`src/hdl/pts_pkg.sv`:
```
// Constants and register map of the PPS time synchronisation unit
package pts_pkg;
  // Clock and timing
  localparam longint CLK_HZ = 100_000_000;
  localparam int CLK_PERIOD_NS = 10;
  localparam longint BAUD_BPS = 9600;
  localparam int BIT_CYC = int'((CLK_HZ + BAUD_BPS / 2) / BAUD_BPS);
  localparam longint PPS_MIN_US = 10;
  localparam int PPS_MIN_CYC = int'((PPS_MIN_US * CLK_HZ + 999_999)
    / 1_000_000);
  localparam longint PPS_MAX_MS = 200;
  localparam int PPS_MAX_CYC = int'(PPS_MAX_MS * CLK_HZ / 1000);
  localparam longint PPS_PERIOD_MS = 1000;
  localparam longint PPS_TOL_US = 100;
  localparam int PER_MIN_CYC = int'(PPS_PERIOD_MS * CLK_HZ / 1000
    - PPS_TOL_US * CLK_HZ / 1_000_000);
  localparam int PER_MAX_CYC = int'(PPS_PERIOD_MS * CLK_HZ / 1000
    + PPS_TOL_US * CLK_HZ / 1_000_000);
  localparam longint RMC_LATE_MS = 500;
  localparam int RMC_LATE_CYC = int'(RMC_LATE_MS * CLK_HZ / 1000);
  localparam int CNT_W = 28;
  localparam logic [1:0] GOOD_PERIODS = 2'h2;
  // Timestamp
  localparam logic [31:0] NS_MAX = 32'h3b9ac9ff;
  localparam logic [31:0] NS_STEP = 32'(CLK_PERIOD_NS);
  localparam logic [47:0] TS_ORIGIN_SEC = 48'h0;
  localparam logic [31:0] DAYS_TO_2000 = 32'h2acd;
  localparam logic [47:0] SEC_PER_DAY = 48'h15180;
  // Register offsets (byte addresses)
  localparam logic [7:0] REG_CTRL = 8'h00;
  localparam logic [7:0] REG_PHASE = 8'h04;
  localparam logic [7:0] REG_STATUS = 8'h08;
  localparam logic [7:0] REG_IRQ_STAT = 8'h0c;
  localparam logic [7:0] REG_IRQ_MASK = 8'h10;
  localparam logic [7:0] REG_TS_NS = 8'h14;
  localparam logic [7:0] REG_TS_SEC_LO = 8'h18;
  localparam logic [7:0] REG_TS_SEC_HI = 8'h1c;
  localparam logic [7:0] REG_PTP_NS = 8'h20;
  localparam logic [7:0] REG_PTP_SEC_LO = 8'h24;
  localparam logic [7:0] REG_PTP_SEC_HI = 8'h28;
  localparam logic [7:0] REG_PTP_CMD = 8'h2c;
  // Fields and reset values
  localparam int CTRL_SRC_PTP = 0;
  localparam int CTRL_PL_EN = 1;
  localparam logic [1:0] CTRL_RST = 2'h0;
  localparam logic [15:0] PHASE_RST = 16'h0000;
  localparam int IRQ_W = 5;
  localparam int IRQ_PPS = 0;
  localparam int IRQ_RMC_OK = 1;
  localparam int IRQ_LOADED = 2;
  localparam int IRQ_PPS_FAULT = 3;
  localparam int IRQ_NMEA_ERR = 4;
  localparam logic [IRQ_W-1:0] IRQ_RST = 5'h00;
  // Characters
  localparam logic [7:0] CH_DOLLAR = 8'h24;
  localparam logic [7:0] CH_STAR = 8'h2a;
  localparam logic [7:0] CH_COMMA = 8'h2c;
  localparam logic [7:0] CH_A = 8'h41;
  localparam logic [23:0] RMC_TAG = 24'h524d43;
  localparam logic [3:0] FLD_TIME = 4'h1;
  localparam logic [3:0] FLD_VALID = 4'h2;
  localparam logic [3:0] FLD_DATE = 4'h9;
  localparam logic [3:0] FLD_MODE = 4'hc;
  // State machines
  typedef enum logic [3:0] {
    U_IDLE = 4'b0001, U_START = 4'b0010, U_DATA = 4'b0100, U_STOP = 4'b1000
  } pts_uart_e;
  typedef enum logic [3:0] {
    P_IDLE = 4'b0001, P_BODY = 4'b0010, P_CK1 = 4'b0100, P_CK2 = 4'b1000
  } pts_parse_e;
endpackage

```
`src/hdl/pts_time_sync.sv`:
```
// PPS / NMEA / PTP disciplined seconds-plus-nanoseconds timestamp unit
`timescale 1ns/10ps
// Behaviour
// - Source is GPS+PPS or PTP, by config
// - PPS active high, rising edge references time
// - Serial fixed at 9600 baud 8N1
// - Only RMC used; fields 1,2,9,12; checksum
// - Time applied only when mode is A
// - Fields found by commas, any length
// - PTP mode is slave only
// - Source lost: keep counting, power-up resets
// - Unsynchronised count starts at default origin
// - Seconds since 1970 plus nanoseconds
// - Nanoseconds wrap past 0x3B9AC9FF, seconds increment
// - Phase lock drives rotor azimuth at PPS
// - Phase lock only with stable PPS
module pts_time_sync import pts_pkg::*; #(
  parameter int BIT_CYCLES = BIT_CYC,
  parameter int PPS_MAX_CYCLES = PPS_MAX_CYC,
  parameter int PER_MIN_CYCLES = PER_MIN_CYC,
  parameter int PER_MAX_CYCLES = PER_MAX_CYC,
  parameter int RMC_LATE_CYCLES = RMC_LATE_CYC
) (
  // Clock, reset, enable
  input wire logic clk,
  input wire logic srst,
  input wire logic ce,
  // GPS link
  input wire logic gps_serial_receive,
  input wire logic pps_input,
  // Wishbone slave
  input wire logic wb_cyc_i,
  input wire logic wb_stb_i,
  input wire logic wb_we_i,
  input wire logic [7:0] wb_adr_i,
  input wire logic [3:0] wb_sel_i,
  input wire logic [31:0] wb_dat_i,
  output logic [31:0] wb_dat_o,
  output logic wb_ack_o,
  // Timestamp for the main stream packet
  output logic [47:0] ts_sec,
  output logic [31:0] ts_ns,
  output logic ts_synced,
  output logic pps_locked,
  // Rotor phase lock
  output logic rotor_lock_strobe,
  output logic [15:0] rotor_lock_azimuth,
  // Interrupt
  output logic irq
);

  function automatic logic [31:0] merge(input logic [31:0] old,
    input logic [31:0] nw, input logic [3:0] sel);
    logic [31:0] r;
    r = old;
    for (int i = 0; i < 4; i++) begin
      if (sel[i]) begin
        r[8*i +: 8] = nw[8*i +: 8];
      end
    end
    return r;
  endfunction

  function automatic logic [3:0] hexval(input logic [7:0] c);
    logic [7:0] u;
    u = c & 8'hdf;
    if (c <= 8'h39) begin
      return c[3:0];
    end
    return 4'(u - 8'h37);
  endfunction

  function automatic logic [31:0] d2(input logic [3:0] a,
    input logic [3:0] b);
    return 32'(a) * 32'h0a + 32'(b);
  endfunction

  function automatic logic [31:0] month_days(input logic [31:0] mo);
    case (mo)
      32'h2: return 32'd31;
      32'h3: return 32'd59;
      32'h4: return 32'd90;
      32'h5: return 32'd120;
      32'h6: return 32'd151;
      32'h7: return 32'd181;
      32'h8: return 32'd212;
      32'h9: return 32'd243;
      32'ha: return 32'd273;
      32'hb: return 32'd304;
      32'hc: return 32'd334;
      default: return 32'd0;
    endcase
  endfunction

  // Years are taken as 20yy; valid through 2099
  function automatic logic [47:0] epoch(input logic [5:0][3:0] t,
    input logic [5:0][3:0] d);
    logic [31:0] yy, mo, days, tod;
    yy = d2(d[4], d[5]);
    mo = d2(d[2], d[3]);
    days = DAYS_TO_2000 + yy * 32'd365 + (yy + 32'h3) / 32'h4
      + month_days(mo) + d2(d[0], d[1]) - 32'h1;
    if (yy[1:0] == 2'h0 && mo > 32'h2) begin
      days = days + 32'h1;
    end
    tod = d2(t[0], t[1]) * 32'd3600 + d2(t[2], t[3]) * 32'd60
      + d2(t[4], t[5]);
    return 48'(days) * SEC_PER_DAY + 48'(tod);
  endfunction

  // Serial receiver, fixed 8N1
  pts_uart_e us, next_us;
  logic [13:0] ucnt, next_ucnt;
  logic [2:0] ubit, next_ubit;
  logic [7:0] ushift, next_ushift;
  logic rx_valid, frame_err;

  always_comb begin
    next_us = us;
    next_ucnt = ucnt - 14'h1;
    next_ubit = ubit;
    next_ushift = ushift;
    rx_valid = 1'b0;
    frame_err = 1'b0;
    unique case (us)
      U_IDLE: begin
        next_ucnt = 14'(BIT_CYCLES / 2);
        if (!gps_serial_receive) begin
          next_us = U_START;
        end
      end
      U_START: if (ucnt == 14'h0) begin
        next_ucnt = 14'(BIT_CYCLES - 1);
        next_ubit = 3'h0;
        next_us = gps_serial_receive ? U_IDLE : U_DATA;
      end
      U_DATA: if (ucnt == 14'h0) begin
        next_ucnt = 14'(BIT_CYCLES - 1);
        next_ushift = {gps_serial_receive, ushift[7:1]};
        next_ubit = ubit + 3'h1;
        if (ubit == 3'h7) begin
          next_us = U_STOP;
        end
      end
      U_STOP: if (ucnt == 14'h0) begin
        rx_valid = gps_serial_receive;
        frame_err = !gps_serial_receive;
        next_us = U_IDLE;
      end
    endcase
  end

  always_ff @(posedge clk) begin
    if (srst) begin
      us <= U_IDLE;
      ucnt <= 14'h0;
      ubit <= 3'h0;
      ushift <= 8'h00;
    end else if (ce) begin
      us <= next_us;
      ucnt <= next_ucnt;
      ubit <= next_ubit;
      ushift <= next_ushift;
    end
  end

  // Sentence parser
  pts_parse_e ps, next_ps;
  logic [3:0] fld, next_fld;
  logic [2:0] idx, next_idx;
  logic [7:0] xsum, next_xsum, valid_ch, next_valid_ch, mode_ch,
    next_mode_ch;
  logic [3:0] ck_hi, next_ck_hi;
  logic hdr_ok, next_hdr_ok;
  logic [5:0][3:0] tdig, next_tdig, ddig, next_ddig;
  logic rmc_ok, cksum_err;

  always_comb begin
    next_ps = ps;
    next_fld = fld;
    next_idx = idx;
    next_xsum = xsum;
    next_valid_ch = valid_ch;
    next_mode_ch = mode_ch;
    next_ck_hi = ck_hi;
    next_hdr_ok = hdr_ok;
    next_tdig = tdig;
    next_ddig = ddig;
    rmc_ok = 1'b0;
    cksum_err = 1'b0;
    if (rx_valid && ushift == CH_DOLLAR) begin
      next_ps = P_BODY;
      next_fld = 4'h0;
      next_idx = 3'h0;
      next_xsum = 8'h00;
      next_valid_ch = 8'h00;
      next_mode_ch = 8'h00;
      next_hdr_ok = 1'b1;
    end else if (rx_valid) begin
      unique case (ps)
        P_IDLE: ;
        P_BODY: begin
          if (ushift == CH_STAR) begin
            next_ps = P_CK1;
          end else if (ushift < 8'h20) begin
            next_ps = P_IDLE;
          end else begin
            next_xsum = xsum ^ ushift;
            if (idx != 3'h7) begin
              next_idx = idx + 3'h1;
            end
            if (ushift == CH_COMMA) begin
              next_idx = 3'h0;
              if (fld != 4'hf) begin
                next_fld = fld + 4'h1;
              end
              if (fld == 4'h0 && idx != 3'h5) begin
                next_hdr_ok = 1'b0;
              end
            end else if (fld == 4'h0 && idx >= 3'h2) begin
              if (idx > 3'h4 ||
                ushift != RMC_TAG[8*(3'h4-idx) +: 8]) begin
                next_hdr_ok = 1'b0;
              end
            end else if (fld == FLD_TIME && idx < 3'h6) begin
              next_tdig[idx] = ushift[3:0];
            end else if (fld == FLD_DATE && idx < 3'h6) begin
              next_ddig[idx] = ushift[3:0];
            end else if (fld == FLD_VALID && idx == 3'h0) begin
              next_valid_ch = ushift;
            end else if (fld == FLD_MODE && idx == 3'h0) begin
              next_mode_ch = ushift;
            end
          end
        end
        P_CK1: begin
          next_ck_hi = hexval(ushift);
          next_ps = P_CK2;
        end
        P_CK2: begin
          next_ps = P_IDLE;
          if ({ck_hi, hexval(ushift)} != xsum) begin
            cksum_err = 1'b1;
          end else if (hdr_ok && valid_ch == CH_A
            && mode_ch == CH_A) begin
            rmc_ok = 1'b1;
          end
        end
      endcase
    end
  end

  always_ff @(posedge clk) begin
    if (srst) begin
      ps <= P_IDLE;
      fld <= 4'h0;
      idx <= 3'h0;
      xsum <= 8'h00;
      valid_ch <= 8'h00;
      mode_ch <= 8'h00;
      ck_hi <= 4'h0;
      hdr_ok <= 1'b0;
      tdig <= '0;
      ddig <= '0;
    end else if (ce) begin
      ps <= next_ps;
      fld <= next_fld;
      idx <= next_idx;
      xsum <= next_xsum;
      valid_ch <= next_valid_ch;
      mode_ch <= next_mode_ch;
      ck_hi <= next_ck_hi;
      hdr_ok <= next_hdr_ok;
      tdig <= next_tdig;
      ddig <= next_ddig;
    end
  end

  // PPS watch, timestamp and phase lock
  logic [1:0] ctrl;
  logic [15:0] phase;
  logic ptp_load;
  logic [31:0] ptp_ns;
  logic [47:0] ptp_sec;
  logic pps_q, next_pps_q, locked, next_locked, synced, next_synced;
  logic [CNT_W-1:0] hi_cnt, next_hi_cnt, per_cnt, next_per_cnt;
  logic [1:0] good, next_good;
  logic pend, next_pend, pl_stb, next_pl_stb;
  logic [47:0] pend_sec, next_pend_sec, sec, next_sec;
  logic [31:0] ns, next_ns;
  logic pps_rise, pps_fault, loaded, rmc_late;

  always_comb begin
    next_pps_q = pps_input;
    pps_rise = pps_input && !pps_q;
    pps_fault = 1'b0;
    loaded = 1'b0;
    next_locked = locked;
    next_good = good;
    next_hi_cnt = pps_input ? hi_cnt + CNT_W'(1) : '0;
    next_per_cnt = per_cnt;
    if (per_cnt <= CNT_W'(PER_MAX_CYCLES)) begin
      next_per_cnt = per_cnt + CNT_W'(1);
    end else begin
      next_locked = 1'b0;
      next_good = 2'h0;
    end
    if (hi_cnt == CNT_W'(PPS_MAX_CYCLES + 1)) begin
      pps_fault = 1'b1;
    end
    if (!pps_input && pps_q && hi_cnt < CNT_W'(PPS_MIN_CYC)) begin
      pps_fault = 1'b1;
    end
    if (pps_rise) begin
      next_per_cnt = '0;
      if (per_cnt >= CNT_W'(PER_MIN_CYCLES)
        && per_cnt <= CNT_W'(PER_MAX_CYCLES)) begin
        if (good != GOOD_PERIODS) begin
          next_good = good + 2'h1;
        end else begin
          next_locked = 1'b1;
        end
      end else begin
        next_good = 2'h0;
        next_locked = 1'b0;
      end
    end
    // Sentences after the deadline are not paired with any pulse
    rmc_late = per_cnt > CNT_W'(RMC_LATE_CYCLES);
    next_pend = pend && !pps_rise;
    next_pend_sec = pend_sec;
    if (rmc_ok && !rmc_late) begin
      next_pend = 1'b1;
      next_pend_sec = epoch(tdig, ddig) + 48'h1;
    end
    // A pulse that breaks the lock must not move the rotor
    next_pl_stb = pps_rise && locked && next_locked
      && ctrl[CTRL_PL_EN];
    next_synced = synced;
    if (ns >= NS_MAX - NS_STEP + 32'h1) begin
      next_ns = 32'h0;
      next_sec = sec + 48'h1;
    end else begin
      next_ns = ns + NS_STEP;
      next_sec = sec;
    end
    if (!ctrl[CTRL_SRC_PTP] && pps_rise && pend) begin
      next_sec = pend_sec;
      next_ns = 32'h0;
      next_synced = 1'b1;
      loaded = 1'b1;
    end else if (ctrl[CTRL_SRC_PTP] && ptp_load) begin
      next_sec = ptp_sec;
      next_ns = ptp_ns;
      next_synced = 1'b1;
      loaded = 1'b1;
    end
  end

  always_ff @(posedge clk) begin
    if (srst) begin
      pps_q <= 1'b0;
      locked <= 1'b0;
      good <= 2'h0;
      hi_cnt <= '0;
      per_cnt <= '1;
      pend <= 1'b0;
      pend_sec <= 48'h0;
      pl_stb <= 1'b0;
      synced <= 1'b0;
      sec <= TS_ORIGIN_SEC;
      ns <= 32'h0;
    end else if (ce) begin
      pps_q <= next_pps_q;
      locked <= next_locked;
      good <= next_good;
      hi_cnt <= next_hi_cnt;
      per_cnt <= next_per_cnt;
      pend <= next_pend;
      pend_sec <= next_pend_sec;
      pl_stb <= next_pl_stb;
      synced <= next_synced;
      sec <= next_sec;
      ns <= next_ns;
    end
  end

  // Register file on the Wishbone slave
  logic [1:0] next_ctrl;
  logic [15:0] next_phase;
  logic [IRQ_W-1:0] istat, next_istat, imask, next_imask, events;
  logic [31:0] next_ptp_ns, next_dat, wv;
  logic [47:0] next_ptp_sec, snap, next_snap;
  logic next_ack, wr, rd;

  always_comb begin
    wr = wb_cyc_i && wb_stb_i && wb_we_i && wb_ack_o;
    rd = wb_cyc_i && wb_stb_i && !wb_we_i && !wb_ack_o;
    next_ack = wb_cyc_i && wb_stb_i && !wb_ack_o;
    next_ctrl = ctrl;
    next_phase = phase;
    next_imask = imask;
    next_ptp_ns = ptp_ns;
    next_ptp_sec = ptp_sec;
    next_snap = snap;
    next_dat = wb_dat_o;
    ptp_load = 1'b0;
    events = '0;
    events[IRQ_PPS] = pps_rise;
    events[IRQ_RMC_OK] = rmc_ok && !rmc_late;
    events[IRQ_LOADED] = loaded;
    events[IRQ_PPS_FAULT] = pps_fault;
    events[IRQ_NMEA_ERR] = cksum_err || frame_err || (rmc_ok && rmc_late);
    wv = 32'h0;
    if (wr) begin
      unique case (wb_adr_i)
        REG_CTRL: begin
          wv = merge({30'h0, ctrl}, wb_dat_i, wb_sel_i);
          next_ctrl = wv[1:0];
        end
        REG_PHASE: begin
          wv = merge({16'h0, phase}, wb_dat_i, wb_sel_i);
          next_phase = wv[15:0];
        end
        REG_IRQ_STAT: wv = merge(32'h0, wb_dat_i, wb_sel_i);
        REG_IRQ_MASK: begin
          wv = merge({27'h0, imask}, wb_dat_i, wb_sel_i);
          next_imask = wv[IRQ_W-1:0];
        end
        REG_PTP_NS: next_ptp_ns = merge(ptp_ns, wb_dat_i, wb_sel_i);
        REG_PTP_SEC_LO: next_ptp_sec[31:0] =
          merge(ptp_sec[31:0], wb_dat_i, wb_sel_i);
        REG_PTP_SEC_HI: begin
          wv = merge({16'h0, ptp_sec[47:32]}, wb_dat_i, wb_sel_i);
          next_ptp_sec[47:32] = wv[15:0];
        end
        REG_PTP_CMD: ptp_load = wb_sel_i[0] && wb_dat_i[0];
        default: ;
      endcase
    end
    // Set beats clear in the same cycle
    next_istat = (istat & ~((wr && wb_adr_i == REG_IRQ_STAT) ?
      wv[IRQ_W-1:0] : '0)) | events;
    if (rd) begin
      unique case (wb_adr_i)
        REG_CTRL: next_dat = {30'h0, ctrl};
        REG_PHASE: next_dat = {16'h0, phase};
        REG_STATUS: next_dat = {28'h0, pend, ctrl[CTRL_SRC_PTP],
          locked, synced};
        REG_IRQ_STAT: next_dat = {27'h0, istat};
        REG_IRQ_MASK: next_dat = {27'h0, imask};
        REG_TS_NS: begin
          next_dat = ns;
          next_snap = sec; // seconds frozen with the ns read
        end
        REG_TS_SEC_LO: next_dat = snap[31:0];
        REG_TS_SEC_HI: next_dat = {16'h0, snap[47:32]};
        REG_PTP_NS: next_dat = ptp_ns;
        REG_PTP_SEC_LO: next_dat = ptp_sec[31:0];
        REG_PTP_SEC_HI: next_dat = {16'h0, ptp_sec[47:32]};
        default: next_dat = 32'h0;
      endcase
    end
  end

  always_ff @(posedge clk) begin
    if (srst) begin
      ctrl <= CTRL_RST;
      phase <= PHASE_RST;
      istat <= IRQ_RST;
      imask <= IRQ_RST;
      ptp_ns <= 32'h0;
      ptp_sec <= 48'h0;
      snap <= 48'h0;
      wb_dat_o <= 32'h0;
      wb_ack_o <= 1'b0;
    end else if (ce) begin
      ctrl <= next_ctrl;
      phase <= next_phase;
      istat <= next_istat;
      imask <= next_imask;
      ptp_ns <= next_ptp_ns;
      ptp_sec <= next_ptp_sec;
      snap <= next_snap;
      wb_dat_o <= next_dat;
      wb_ack_o <= next_ack;
    end
  end

  assign ts_sec = sec;
  assign ts_ns = ns;
  assign ts_synced = synced;
  assign pps_locked = locked;
  assign rotor_lock_strobe = pl_stb;
  assign rotor_lock_azimuth = phase;
  assign irq = |(istat & imask);

endmodule

```
`config.mk`:
```
export PLATFORM = sky130hd
export DESIGN_NAME = pts_time_sync
export DESIGN_NICKNAME = d
export VERILOG_FILES = /design/src/hdl/pts_pkg.sv /design/src/hdl/pts_time_sync.sv
export SDC_FILE = /design/constraint.sdc
export NUM_CORES = 2
export LEC_CHECK = 0
export BUFFER_PORTS_ARGS = -buffer_cell sky130_fd_sc_hd__buf_2
export CORE_AREA = 3 3 205 308
export CTS_CLUSTER_SIZE = 30
export DETAILED_ROUTE_END_ITERATION = 12
export DIE_AREA = 0 0 208 311
export PLACE_DENSITY_LB_ADDON = 0.05
export SETUP_SLACK_MARGIN = 0.4
export SLEW_MARGIN = 25
export SYNTH_ARGS = -nofsm -noshare
export SYNTH_HDL_FRONTEND = slang
export SYNTH_SLANG_ARGS = --single-unit
```
`constraint.sdc`:
```
create_clock -name clk -period 28.1 [get_ports clk]
set_input_delay 0 -clock clk [delete_from_list [all_inputs] [get_ports clk]]
set_output_delay 0 -clock clk [all_outputs]
set_load 0.05 [all_outputs]
```
Word level (Yosys, flattened, before mapping)

Memory sizes are Yosys's and may differ from the RTL's.
Cells that the tools add are included.

Bits in registers: 497
Bits in latches: 0
RAM bits: 0
ROM bits: 144
Bits of input ports: 52
Memories: 1

Memories:

| memory           | depth | bits a word | read ports | clocked after memory_dff | write ports | line                | text |
|---|---|---|---|---|---|---|---|
| (name not given) | 16    | 9           | 1          | 0                        | 0           | pts_time_sync.sv:79 | `case (mo)` |

Add/sub/neg operators: 28
$mul: 10
Div/mod/pow operators: 0
Order comparisons: 13
Equal/unequal tests: 49
Shifts and indexed selects: 1
Muxes and demuxes: 137
Bitwise operators: 11
Reduce and logical (&&, ||, !) cells: 96

Operator list:

| operator                                                            | count |
|---|---|
| one-hot mux 32 bit (11 select lines)                                | 1 |
| two-way mux 8 bit                                                   | 30 |
| two-way mux 32 bit                                                  | 7 |
| two-way mux 48 bit                                                  | 3 |
| adder 48 x 1 -> 48 bit, second input constant                       | 2 |
| two-way mux 4 bit                                                   | 23 |
| two-way mux 28 bit                                                  | 3 |
| adder 28 x 1 -> 28 bit, second input constant                       | 2 |
| == test 8 x 6 -> 1 bit, second input constant                       | 7 |
| adder 8 x 4 -> 9 bit                                                | 6 |
| adder 48 x 23 -> 48 bit                                             | 1 |
| bitwise mux 24 bit                                                  | 2 |
| AND reduction 4 bit                                                 | 11 |
| multiplier 4 x 3 -> 7 bit, second input constant                    | 6 |
| two-way mux 1 bit                                                   | 42 |
| multiplier 32 x 10 -> 41 bit, second input constant                 | 1 |
| indexed part select 24 x 33 -> 8 bit, first input constant          | 1 |
| adder 20 x 32 -> 32 bit                                             | 1 |
| adder 32 x 1 -> 32 bit, second input constant                       | 1 |
| adder 32 x 4 -> 32 bit, second input constant                       | 1 |
| adder 32 x 9 -> 32 bit                                              | 1 |
| == test 8 x 5 -> 1 bit, second input constant                       | 4 |
| greater-or-equal comparator 32 x 30 -> 1 bit, second input constant | 1 |
| logical AND 1 bit                                                   | 32 |
| other kinds (78)                                                    | 156 |

Depth between registers and ports, before layout

Depth in word-level cells: 25
Depth in mapped cells: 55

Least setup slack after synthesis

OpenSTA, ideal clock, no wires.

Path type: register to register
Start point: register ddig[19] (netlist bit)
End point: register pend_sec[31]
Arrival time: 12.487 ns
Setup slack: 15.522 ns
Cell stages (with the launch flop): 50
Path buffers: 1
Cells stage by stage: dfxtp_1 > ha_1 > ha_1 > fa_1 > nand2_1 > nor2_1 > nor4bb_1 > xnor2_1 > fa_1 > inv_1 > fa_1 > fa_1 > inv_1 > fa_1 > inv_1 > fa_1 > inv_1 > ha_1 > [... 14 more ...] > inv_1 > ha_1 > and4_1 > nand2_1 > nor3_2 > nor2b_1 > xnor2_1 > ha_1 > ha_1 > ha_1 > a21o_1 > a21oi_1 > nor2b_1 > a311oi_2 > nor4_2 > nand4_2 > or3_1 > a311oi_1

Cells in the longest elaborated chain, start to end: 14
Elaborated cells between the ends (all ways): 15
Classes of those cells: add/sub: 10; mul: 3; mux: 2

Ends and longest elaborated chain:

| element                        | line                 | text |
|---|---|---|
| from (decl)                    | pts_time_sync.sv:175 | `logic [5:0][3:0] tdig, next_tdig, ddig, next_ddig;` |
| from (signal assigned)         | pts_time_sync.sv:275 | `ddig <= next_ddig;` |
| multiplier 4 x 3 -> 7 bit *    | pts_time_sync.sv:75  | `return 32'(a) * 32'h0a + 32'(b);` |
| adder 8 x 4 -> 9 bit *         | pts_time_sync.sv:75  |  |
| multiplier 9 x 9 -> 18 bit     | pts_time_sync.sv:101 | `days = DAYS_TO_2000 + yy * 32'd365 + (yy + 32'h3) / 32'h4` |
| adder 14 x 18 -> 19 bit        | pts_time_sync.sv:101 |  |
| adder 19 x 8 -> 20 bit *       | pts_time_sync.sv:101 |  |
| adder 20 x 32 -> 32 bit *      | pts_time_sync.sv:102 | `+ month_days(mo) + d2(d[0], d[1]) - 32'h1;` |
| adder 32 x 9 -> 32 bit *       | pts_time_sync.sv:102 |  |
| subtractor 32 x 1 -> 32 bit *  | pts_time_sync.sv:102 |  |
| adder 32 x 1 -> 32 bit         | pts_time_sync.sv:104 | `days = days + 32'h1;` |
| two-way mux 32 bit *           | pts_time_sync.sv:103 | `if (yy[1:0] == 2'h0 && mo > 32'h2) begin` |
| two-way mux 32 bit *           | pts_time_sync.sv:332 | `if (rmc_ok && !rmc_late) begin` |
| multiplier 32 x 10 -> 41 bit * | pts_time_sync.sv:108 | `return 48'(days) * SEC_PER_DAY + 48'(tod);` |
| adder 48 x 23 -> 48 bit *      | pts_time_sync.sv:108 |  |
| adder 48 x 1 -> 48 bit *       | pts_time_sync.sv:334 | `next_pend_sec = epoch(tdig, ddig) + 48'h1;` |
| to (signal assigned)           | pts_time_sync.sv:380 | `pend_sec <= next_pend_sec;` |
| to (decl)                      | pts_time_sync.sv:289 | `logic [47:0] pend_sec, next_pend_sec, sec, next_sec;` |

Mark *: on every way between the ends. The rest lies on a longest branch, timed or not. The select of a mux whose other input is x is not followed.
A chain may end at the register's enable or synchronous reset.

Worst setup path in the final report

Start point: register ddig[9] (netlist bit)
End point: register pend_sec[31]

Cells in the longest elaborated chain, start to end: 14
Elaborated cells between the ends (all ways): 17
Classes of those cells: add/sub: 7; mul: 2; order compare: 1; mux: 4; reduce/logical: 2; memory: 1

Ends and longest elaborated chain:

| element                                                        | line |
|---|---|
| multiplier 4 x 3 -> 7 bit *                                    | pts_time_sync.sv:75 |
| adder 8 x 4 -> 9 bit *                                         | pts_time_sync.sv:75 |
| memory read (16 x 9 bit) or logical NOT 28 bit (tied branches) | -- |
| two-way mux 32 bit                                             | pts_time_sync.sv:79 |
| two-way mux 32 bit                                             | pts_time_sync.sv:332 |
| adder 20 x 32 -> 32 bit                                        | pts_time_sync.sv:102 |
| adder 32 x 9 -> 32 bit                                         | pts_time_sync.sv:102 |
| subtractor 32 x 1 -> 32 bit                                    | pts_time_sync.sv:102 |
| adder 32 x 1 -> 32 bit                                         | pts_time_sync.sv:104 |
| two-way mux 32 bit *                                           | pts_time_sync.sv:103 |
| two-way mux 32 bit *                                           | pts_time_sync.sv:332 |
| multiplier 32 x 10 -> 41 bit *                                 | pts_time_sync.sv:108 |
| adder 48 x 23 -> 48 bit *                                      | pts_time_sync.sv:108 |
| adder 48 x 1 -> 48 bit *                                       | pts_time_sync.sv:334 |

Marks and branches as above.

==> results.rst <==
.. list-table::
   :header-rows: 1

   * - Metric
     - Value
   * - Max-capacitance violation count
     - 0
   * - Area Growth Syn to Fin
     - 10.2%
   * - Cell chosen for the clock root
     - sky130_fd_sc_hd__clkbuf_16
   * - Pre-CTS WS
     - 14580 ps
   * - Termination of the worst setup path
     - pend_sec[31]$_SDFFE_PP0P_
   * - Share of the clock period used by the worst path
     - 48.0%
   * - Clock tree buffer depth
     - 3
   * - Max Slew Vio Count
     - 0
   * - Number of failing setup endpoints in the final timing report
     - 0
   * - Per-cell routed wire length
     - 19.2 um
   * - Die area
     - 0.0647 mm^2
   * - #FFs+latches synth
     - 490
   * - Slew headroom
     - 26.8%
   * - Placeable core region
     - 0.0608 mm^2
   * - Grt ovf
     - 0
   * - Arrival time at the worst endpoint
     - 14010 ps
   * - Share of async-settable or async-resettable flops after synthesis
     - 0%
   * - Setup Buffers After CTS
     - 0
   * - IR drop worst, VDD
     - 0.0542 mV
   * - Pwr Density
     - 36.9 mW/mm^2
   * - Total routed wirelength
     - 102000 um
   * - Setup clock skew after layout
     - 29.8 ps
   * - Count of different cell masters after synthesis
     - 105
   * - DRC errors left
     - 0
   * - Final nets
     - 5056
   * - Post-synth EDFFs
     - 0
   * - Critical path's most frequent cell
     - sky130_fd_sc_hd__fa_1
   * - Number of buffers added by the clock tree synthesis step
     - 50
   * - Storage cell area
     - 0.00981 mm^2
   * - Critical setup path kind
     - reg2reg
   * - Reg-to-reg critical path startpoint
     - ddig[9]$_SDFFE_PP0P_
   * - Yosys synthesis warning count
     - 0
   * - Initial standard-cell utilization of the core
     - 59.6%
   * - Most used DFF post-synth
     - sky130_fd_sc_hd__dfxtp_1
   * - I/O pin count
     - 185
   * - Status
     - complete, no violations
   * - Chip height
     - 311 um
   * - Element type at the critical path end
     - flop
   * - Number of cell instances on the worst register-to-register path
     - 46
   * - Initial antenna violation count
     - 0
   * - Transition time at the pin with the least slew margin
     - 1090 ps
   * - Slowest cell on crit path
     - sky130_fd_sc_hd__o221ai_1
   * - Flop2flop setup slack
     - 14620 ps
   * - Leakage
     - 17.1 nW
   * - Skew-Pair Late Insertion Delay
     - 630 ps
   * - Min-Delay Path Class
     - in2reg
   * - Width of the chip
     - 208 um
   * - Wire length of the first global-routing pass
     - 164000 um
   * - Hpwl dp
     - 77200 um
   * - Number of rows created at floorplan
     - 111
   * - Mean instance size in the synthesized netlist
     - 8.26 um^2
   * - Global placer's final weighted congestion
     - 0.918
   * - Maximum frequency from static timing analysis
     - 74.2 MHz
   * - Unrepaired setup endpoints after global routing
     - no
   * - Pin count of the biggest net entering global routing
     - 181
   * - Worst Hold Margin
     - 72.5 ps
   * - Share of post-route cells with drive strength above 1
     - 8.69%
   * - Max Fanout on Critical Path
     - 11
   * - Hold Fails Final Rpt
     - 0
   * - CTS H-Tree Depth
     - 2
   * - Area of the multi-input gates
     - 0.0244 mm^2
   * - Number of detailed-routing iterations run before antenna repair
     - 6
   * - Capture point of the worst reg-to-reg path
     - pend_sec[31]$_SDFFE_PP0P_
   * - Sum of negative setup slack
     - 0 ps
   * - Clk sinks
     - 490
   * - Share of synthesized area occupied by flip-flops and latches
     - 27.1%
   * - Via count of the first global-routing pass
     - 30975
   * - Overall track demand over capacity in global routing
     - 30.5%
   * - Number of diodes
     - 0
   * - TritonCTS clock tree
     - built
   * - Clock slew at the register clock pins of the worst setup and hold paths
     - 60 ps
   * - Cells after synthesis
     - 4386
   * - Final cell utilization of the core
     - 65.6%
   * - Largest incremental delay on the critical path
     - 670 ps
   * - Filler cell count
     - 5424
   * - Via count normalized by instance count
     - 6.00
   * - CP Launch Type
     - flop
   * - Count of input and output buffers
     - 184
   * - Remaining antenna violation count
     - 0
   * - Worst setup margin
     - 14620 ps
   * - Crit. Startpoint
     - ddig[9]$_SDFFE_PP0P_
   * - Vias
     - 32029
   * - First-iteration detailed-routing DRC count
     - 2594
   * - Required time of the critical path
     - 28630 ps
   * - Minimum clock period
     - 13480 ps
   * - Post-synthesis instance area
     - 0.0362 mm^2
[registers in the layout, summed over array words and instances (netlist names), 4 cells and up]
register / cells
ptp_sec: 48
snap: 48
ts_sec: 48
pend_sec: 41
ptp_ns: 32
ts_ns: 32
wb_dat_o: 32
hi_cnt: 28
per_cnt: 28
ddig: 24
tdig: 24
rotor_lock_azimuth: 16
ucnt: 14
mode_ch: 8
ushift: 8
valid_ch: 8
xsum: 8
imask: 5
istat: 5
ck_hi: 4
fld: 4
ps: 4
us: 4
[synth_stat cells, types with 24 or more instances]
| master | count | area [um^2] |
|---|---|---|
| sky130_fd_sc_hd__xor2_1 | 87 | 762 |
| sky130_fd_sc_hd__a211oi_1 | 36 | 270 |
| sky130_fd_sc_hd__a21oi_1 | 373 | 1870 |
| sky130_fd_sc_hd__mux2i_1 | 148 | 1480 |
| sky130_fd_sc_hd__and3_1 | 50 | 313 |
| sky130_fd_sc_hd__nor2_1 | 424 | 1590 |
| sky130_fd_sc_hd__nand3_1 | 100 | 500 |
| sky130_fd_sc_hd__o21ai_0 | 145 | 726 |
| sky130_fd_sc_hd__ha_1 | 347 | 4340 |
| sky130_fd_sc_hd__nor4_1 | 24 | 150 |
| sky130_fd_sc_hd__dfxtp_1 | 490 | 9810 |
| sky130_fd_sc_hd__nor3_1 | 86 | 430 |
| sky130_fd_sc_hd__a31oi_1 | 47 | 294 |
| sky130_fd_sc_hd__clkbuf_1 | 188 | 706 |
| sky130_fd_sc_hd__nand2_1 | 468 | 1760 |
| sky130_fd_sc_hd__a21o_1 | 65 | 488 |
| sky130_fd_sc_hd__fa_1 | 152 | 3040 |
| sky130_fd_sc_hd__a22oi_1 | 129 | 968 |
| sky130_fd_sc_hd__inv_1 | 353 | 1330 |
| sky130_fd_sc_hd__nand2b_1 | 40 | 250 |
| sky130_fd_sc_hd__nor2b_1 | 28 | 175 |
| sky130_fd_sc_hd__xnor2_1 | 125 | 1090 |
| sky130_fd_sc_hd__nand4_1 | 45 | 282 |
[cell type report]
type | count | area share [%]
clock inverter | 20 | 0.533
sequential | 490 | 24.6
clock buffer | 72 | 3.62
timing repair buffer | 276 | 4.42
multi-input combinational | 3333 | 61.1
tap | 791 | 2.48
inverter | 354 | 3.33
[repair_timing]
item,CTS,global route
hold endpoints to repair,213,0
resized for setup,0,0
hold buffers,52,0
[report_power, final]
| part | internal [W] | switching, W | total (W) |
|---|---|---|---|
| clock network | 0.000380 | 0.000301 | 0.000681 |
| registers | 0.000701 | 0.00000960 | 0.000711 |
| logic | 0.0000290 | 0.0000528 | 0.0000818 |
[cell usage in the layout, fill, tap and decap left out, drive strengths merged, types with 87 or more instances in the layout]
cell type  synthesis  routed
nand2            468     468
a21oi            377     377
fa               152     152
nor2             427     427
buf               24     224
xnor2            125     125
o21ai            161     161
dfxtp            490     490
a22oi            129     129
xor2              87      87
ha               347     347
inv              353     357
nand3            103     103
mux2i            148     148
nor3              94      94
[how the worst min path moves through the flow]
stage                       from                      end  slack [ps]  cells past startpoint
global placement    wb_dat_i[27]  ptp_ns[27]$_SDFFE_PP0P_         270                      3
detailed placement  wb_dat_i[30]  ptp_ns[30]$_SDFFE_PP0P_         270                      3
finish               wb_adr_i[2]     ctrl[1]$_SDFFE_PP0P_          70                      6
global route         wb_adr_i[6]  ptp_sec[9]$_SDFFE_PP0P_         110                      6
CTS                  wb_adr_i[0]     ctrl[1]$_SDFFE_PP0P_          60                      6
floorplan           wb_dat_i[16]  ptp_ns[16]$_SDFFE_PP0P_         140                      2
[critical path: cells and delay by family (launching register included)]
kind | cells | cell delay (ps)
AOI/OAI and AO/OA | 13 | 3240
buffers and inverters | 6 | 290
DFF | 1 | 400
and+or+nand+nor | 9 | 2430
adders and majority gates | 17 | 6870
xor gates and xnor gates | 1 | 140
[per-layer routing]
metal	global-route usage [%]	wire length, um	vias up	part of all wire, %
li1	-	-	15579	-
met1	35.6	40200	15274	39
met2	55.8	51800	947	51
met3	3.45	5140	229	5.0
met4	14.0	5060	0	5.0
met5	0	0	-	0
[cells by family (layout without fill, tap and decap cells)]
| family | Yosys count | after routing | share of synthesized area [%] |
|---|---|---|---|
| DFF | 490 | 490 | 27.1 |
| xor gates and xnor gates | 212 | 212 | 5.12 |
| adders and majority gates | 499 | 499 | 20.4 |
| and+or+nand+nor | 1429 | 1429 | 18.9 |
| buffers and inverters | 567 | 722 | 5.94 |
| muxes | 151 | 151 | 4.18 |
| AOI/OAI and AO/OA | 1036 | 1036 | 18.4 |
| other | 2 | 6 | 0.0207 |
[metrics by stage]
step / instance area (um^2) / power [W] / cells
after floorplan: 36300 / 0.000778 / 4390
after global placement: 37700 / 0.000802 / 5192
after detailed placement: 37700 / 0.000802 / 5192
after CTS: 39900 / 0.00148 / 5336
after global routing: 39900 / 0.00152 / 5336
final: 39900 / 0.00147 / 5336
Power figures use the tool's default switching activity.
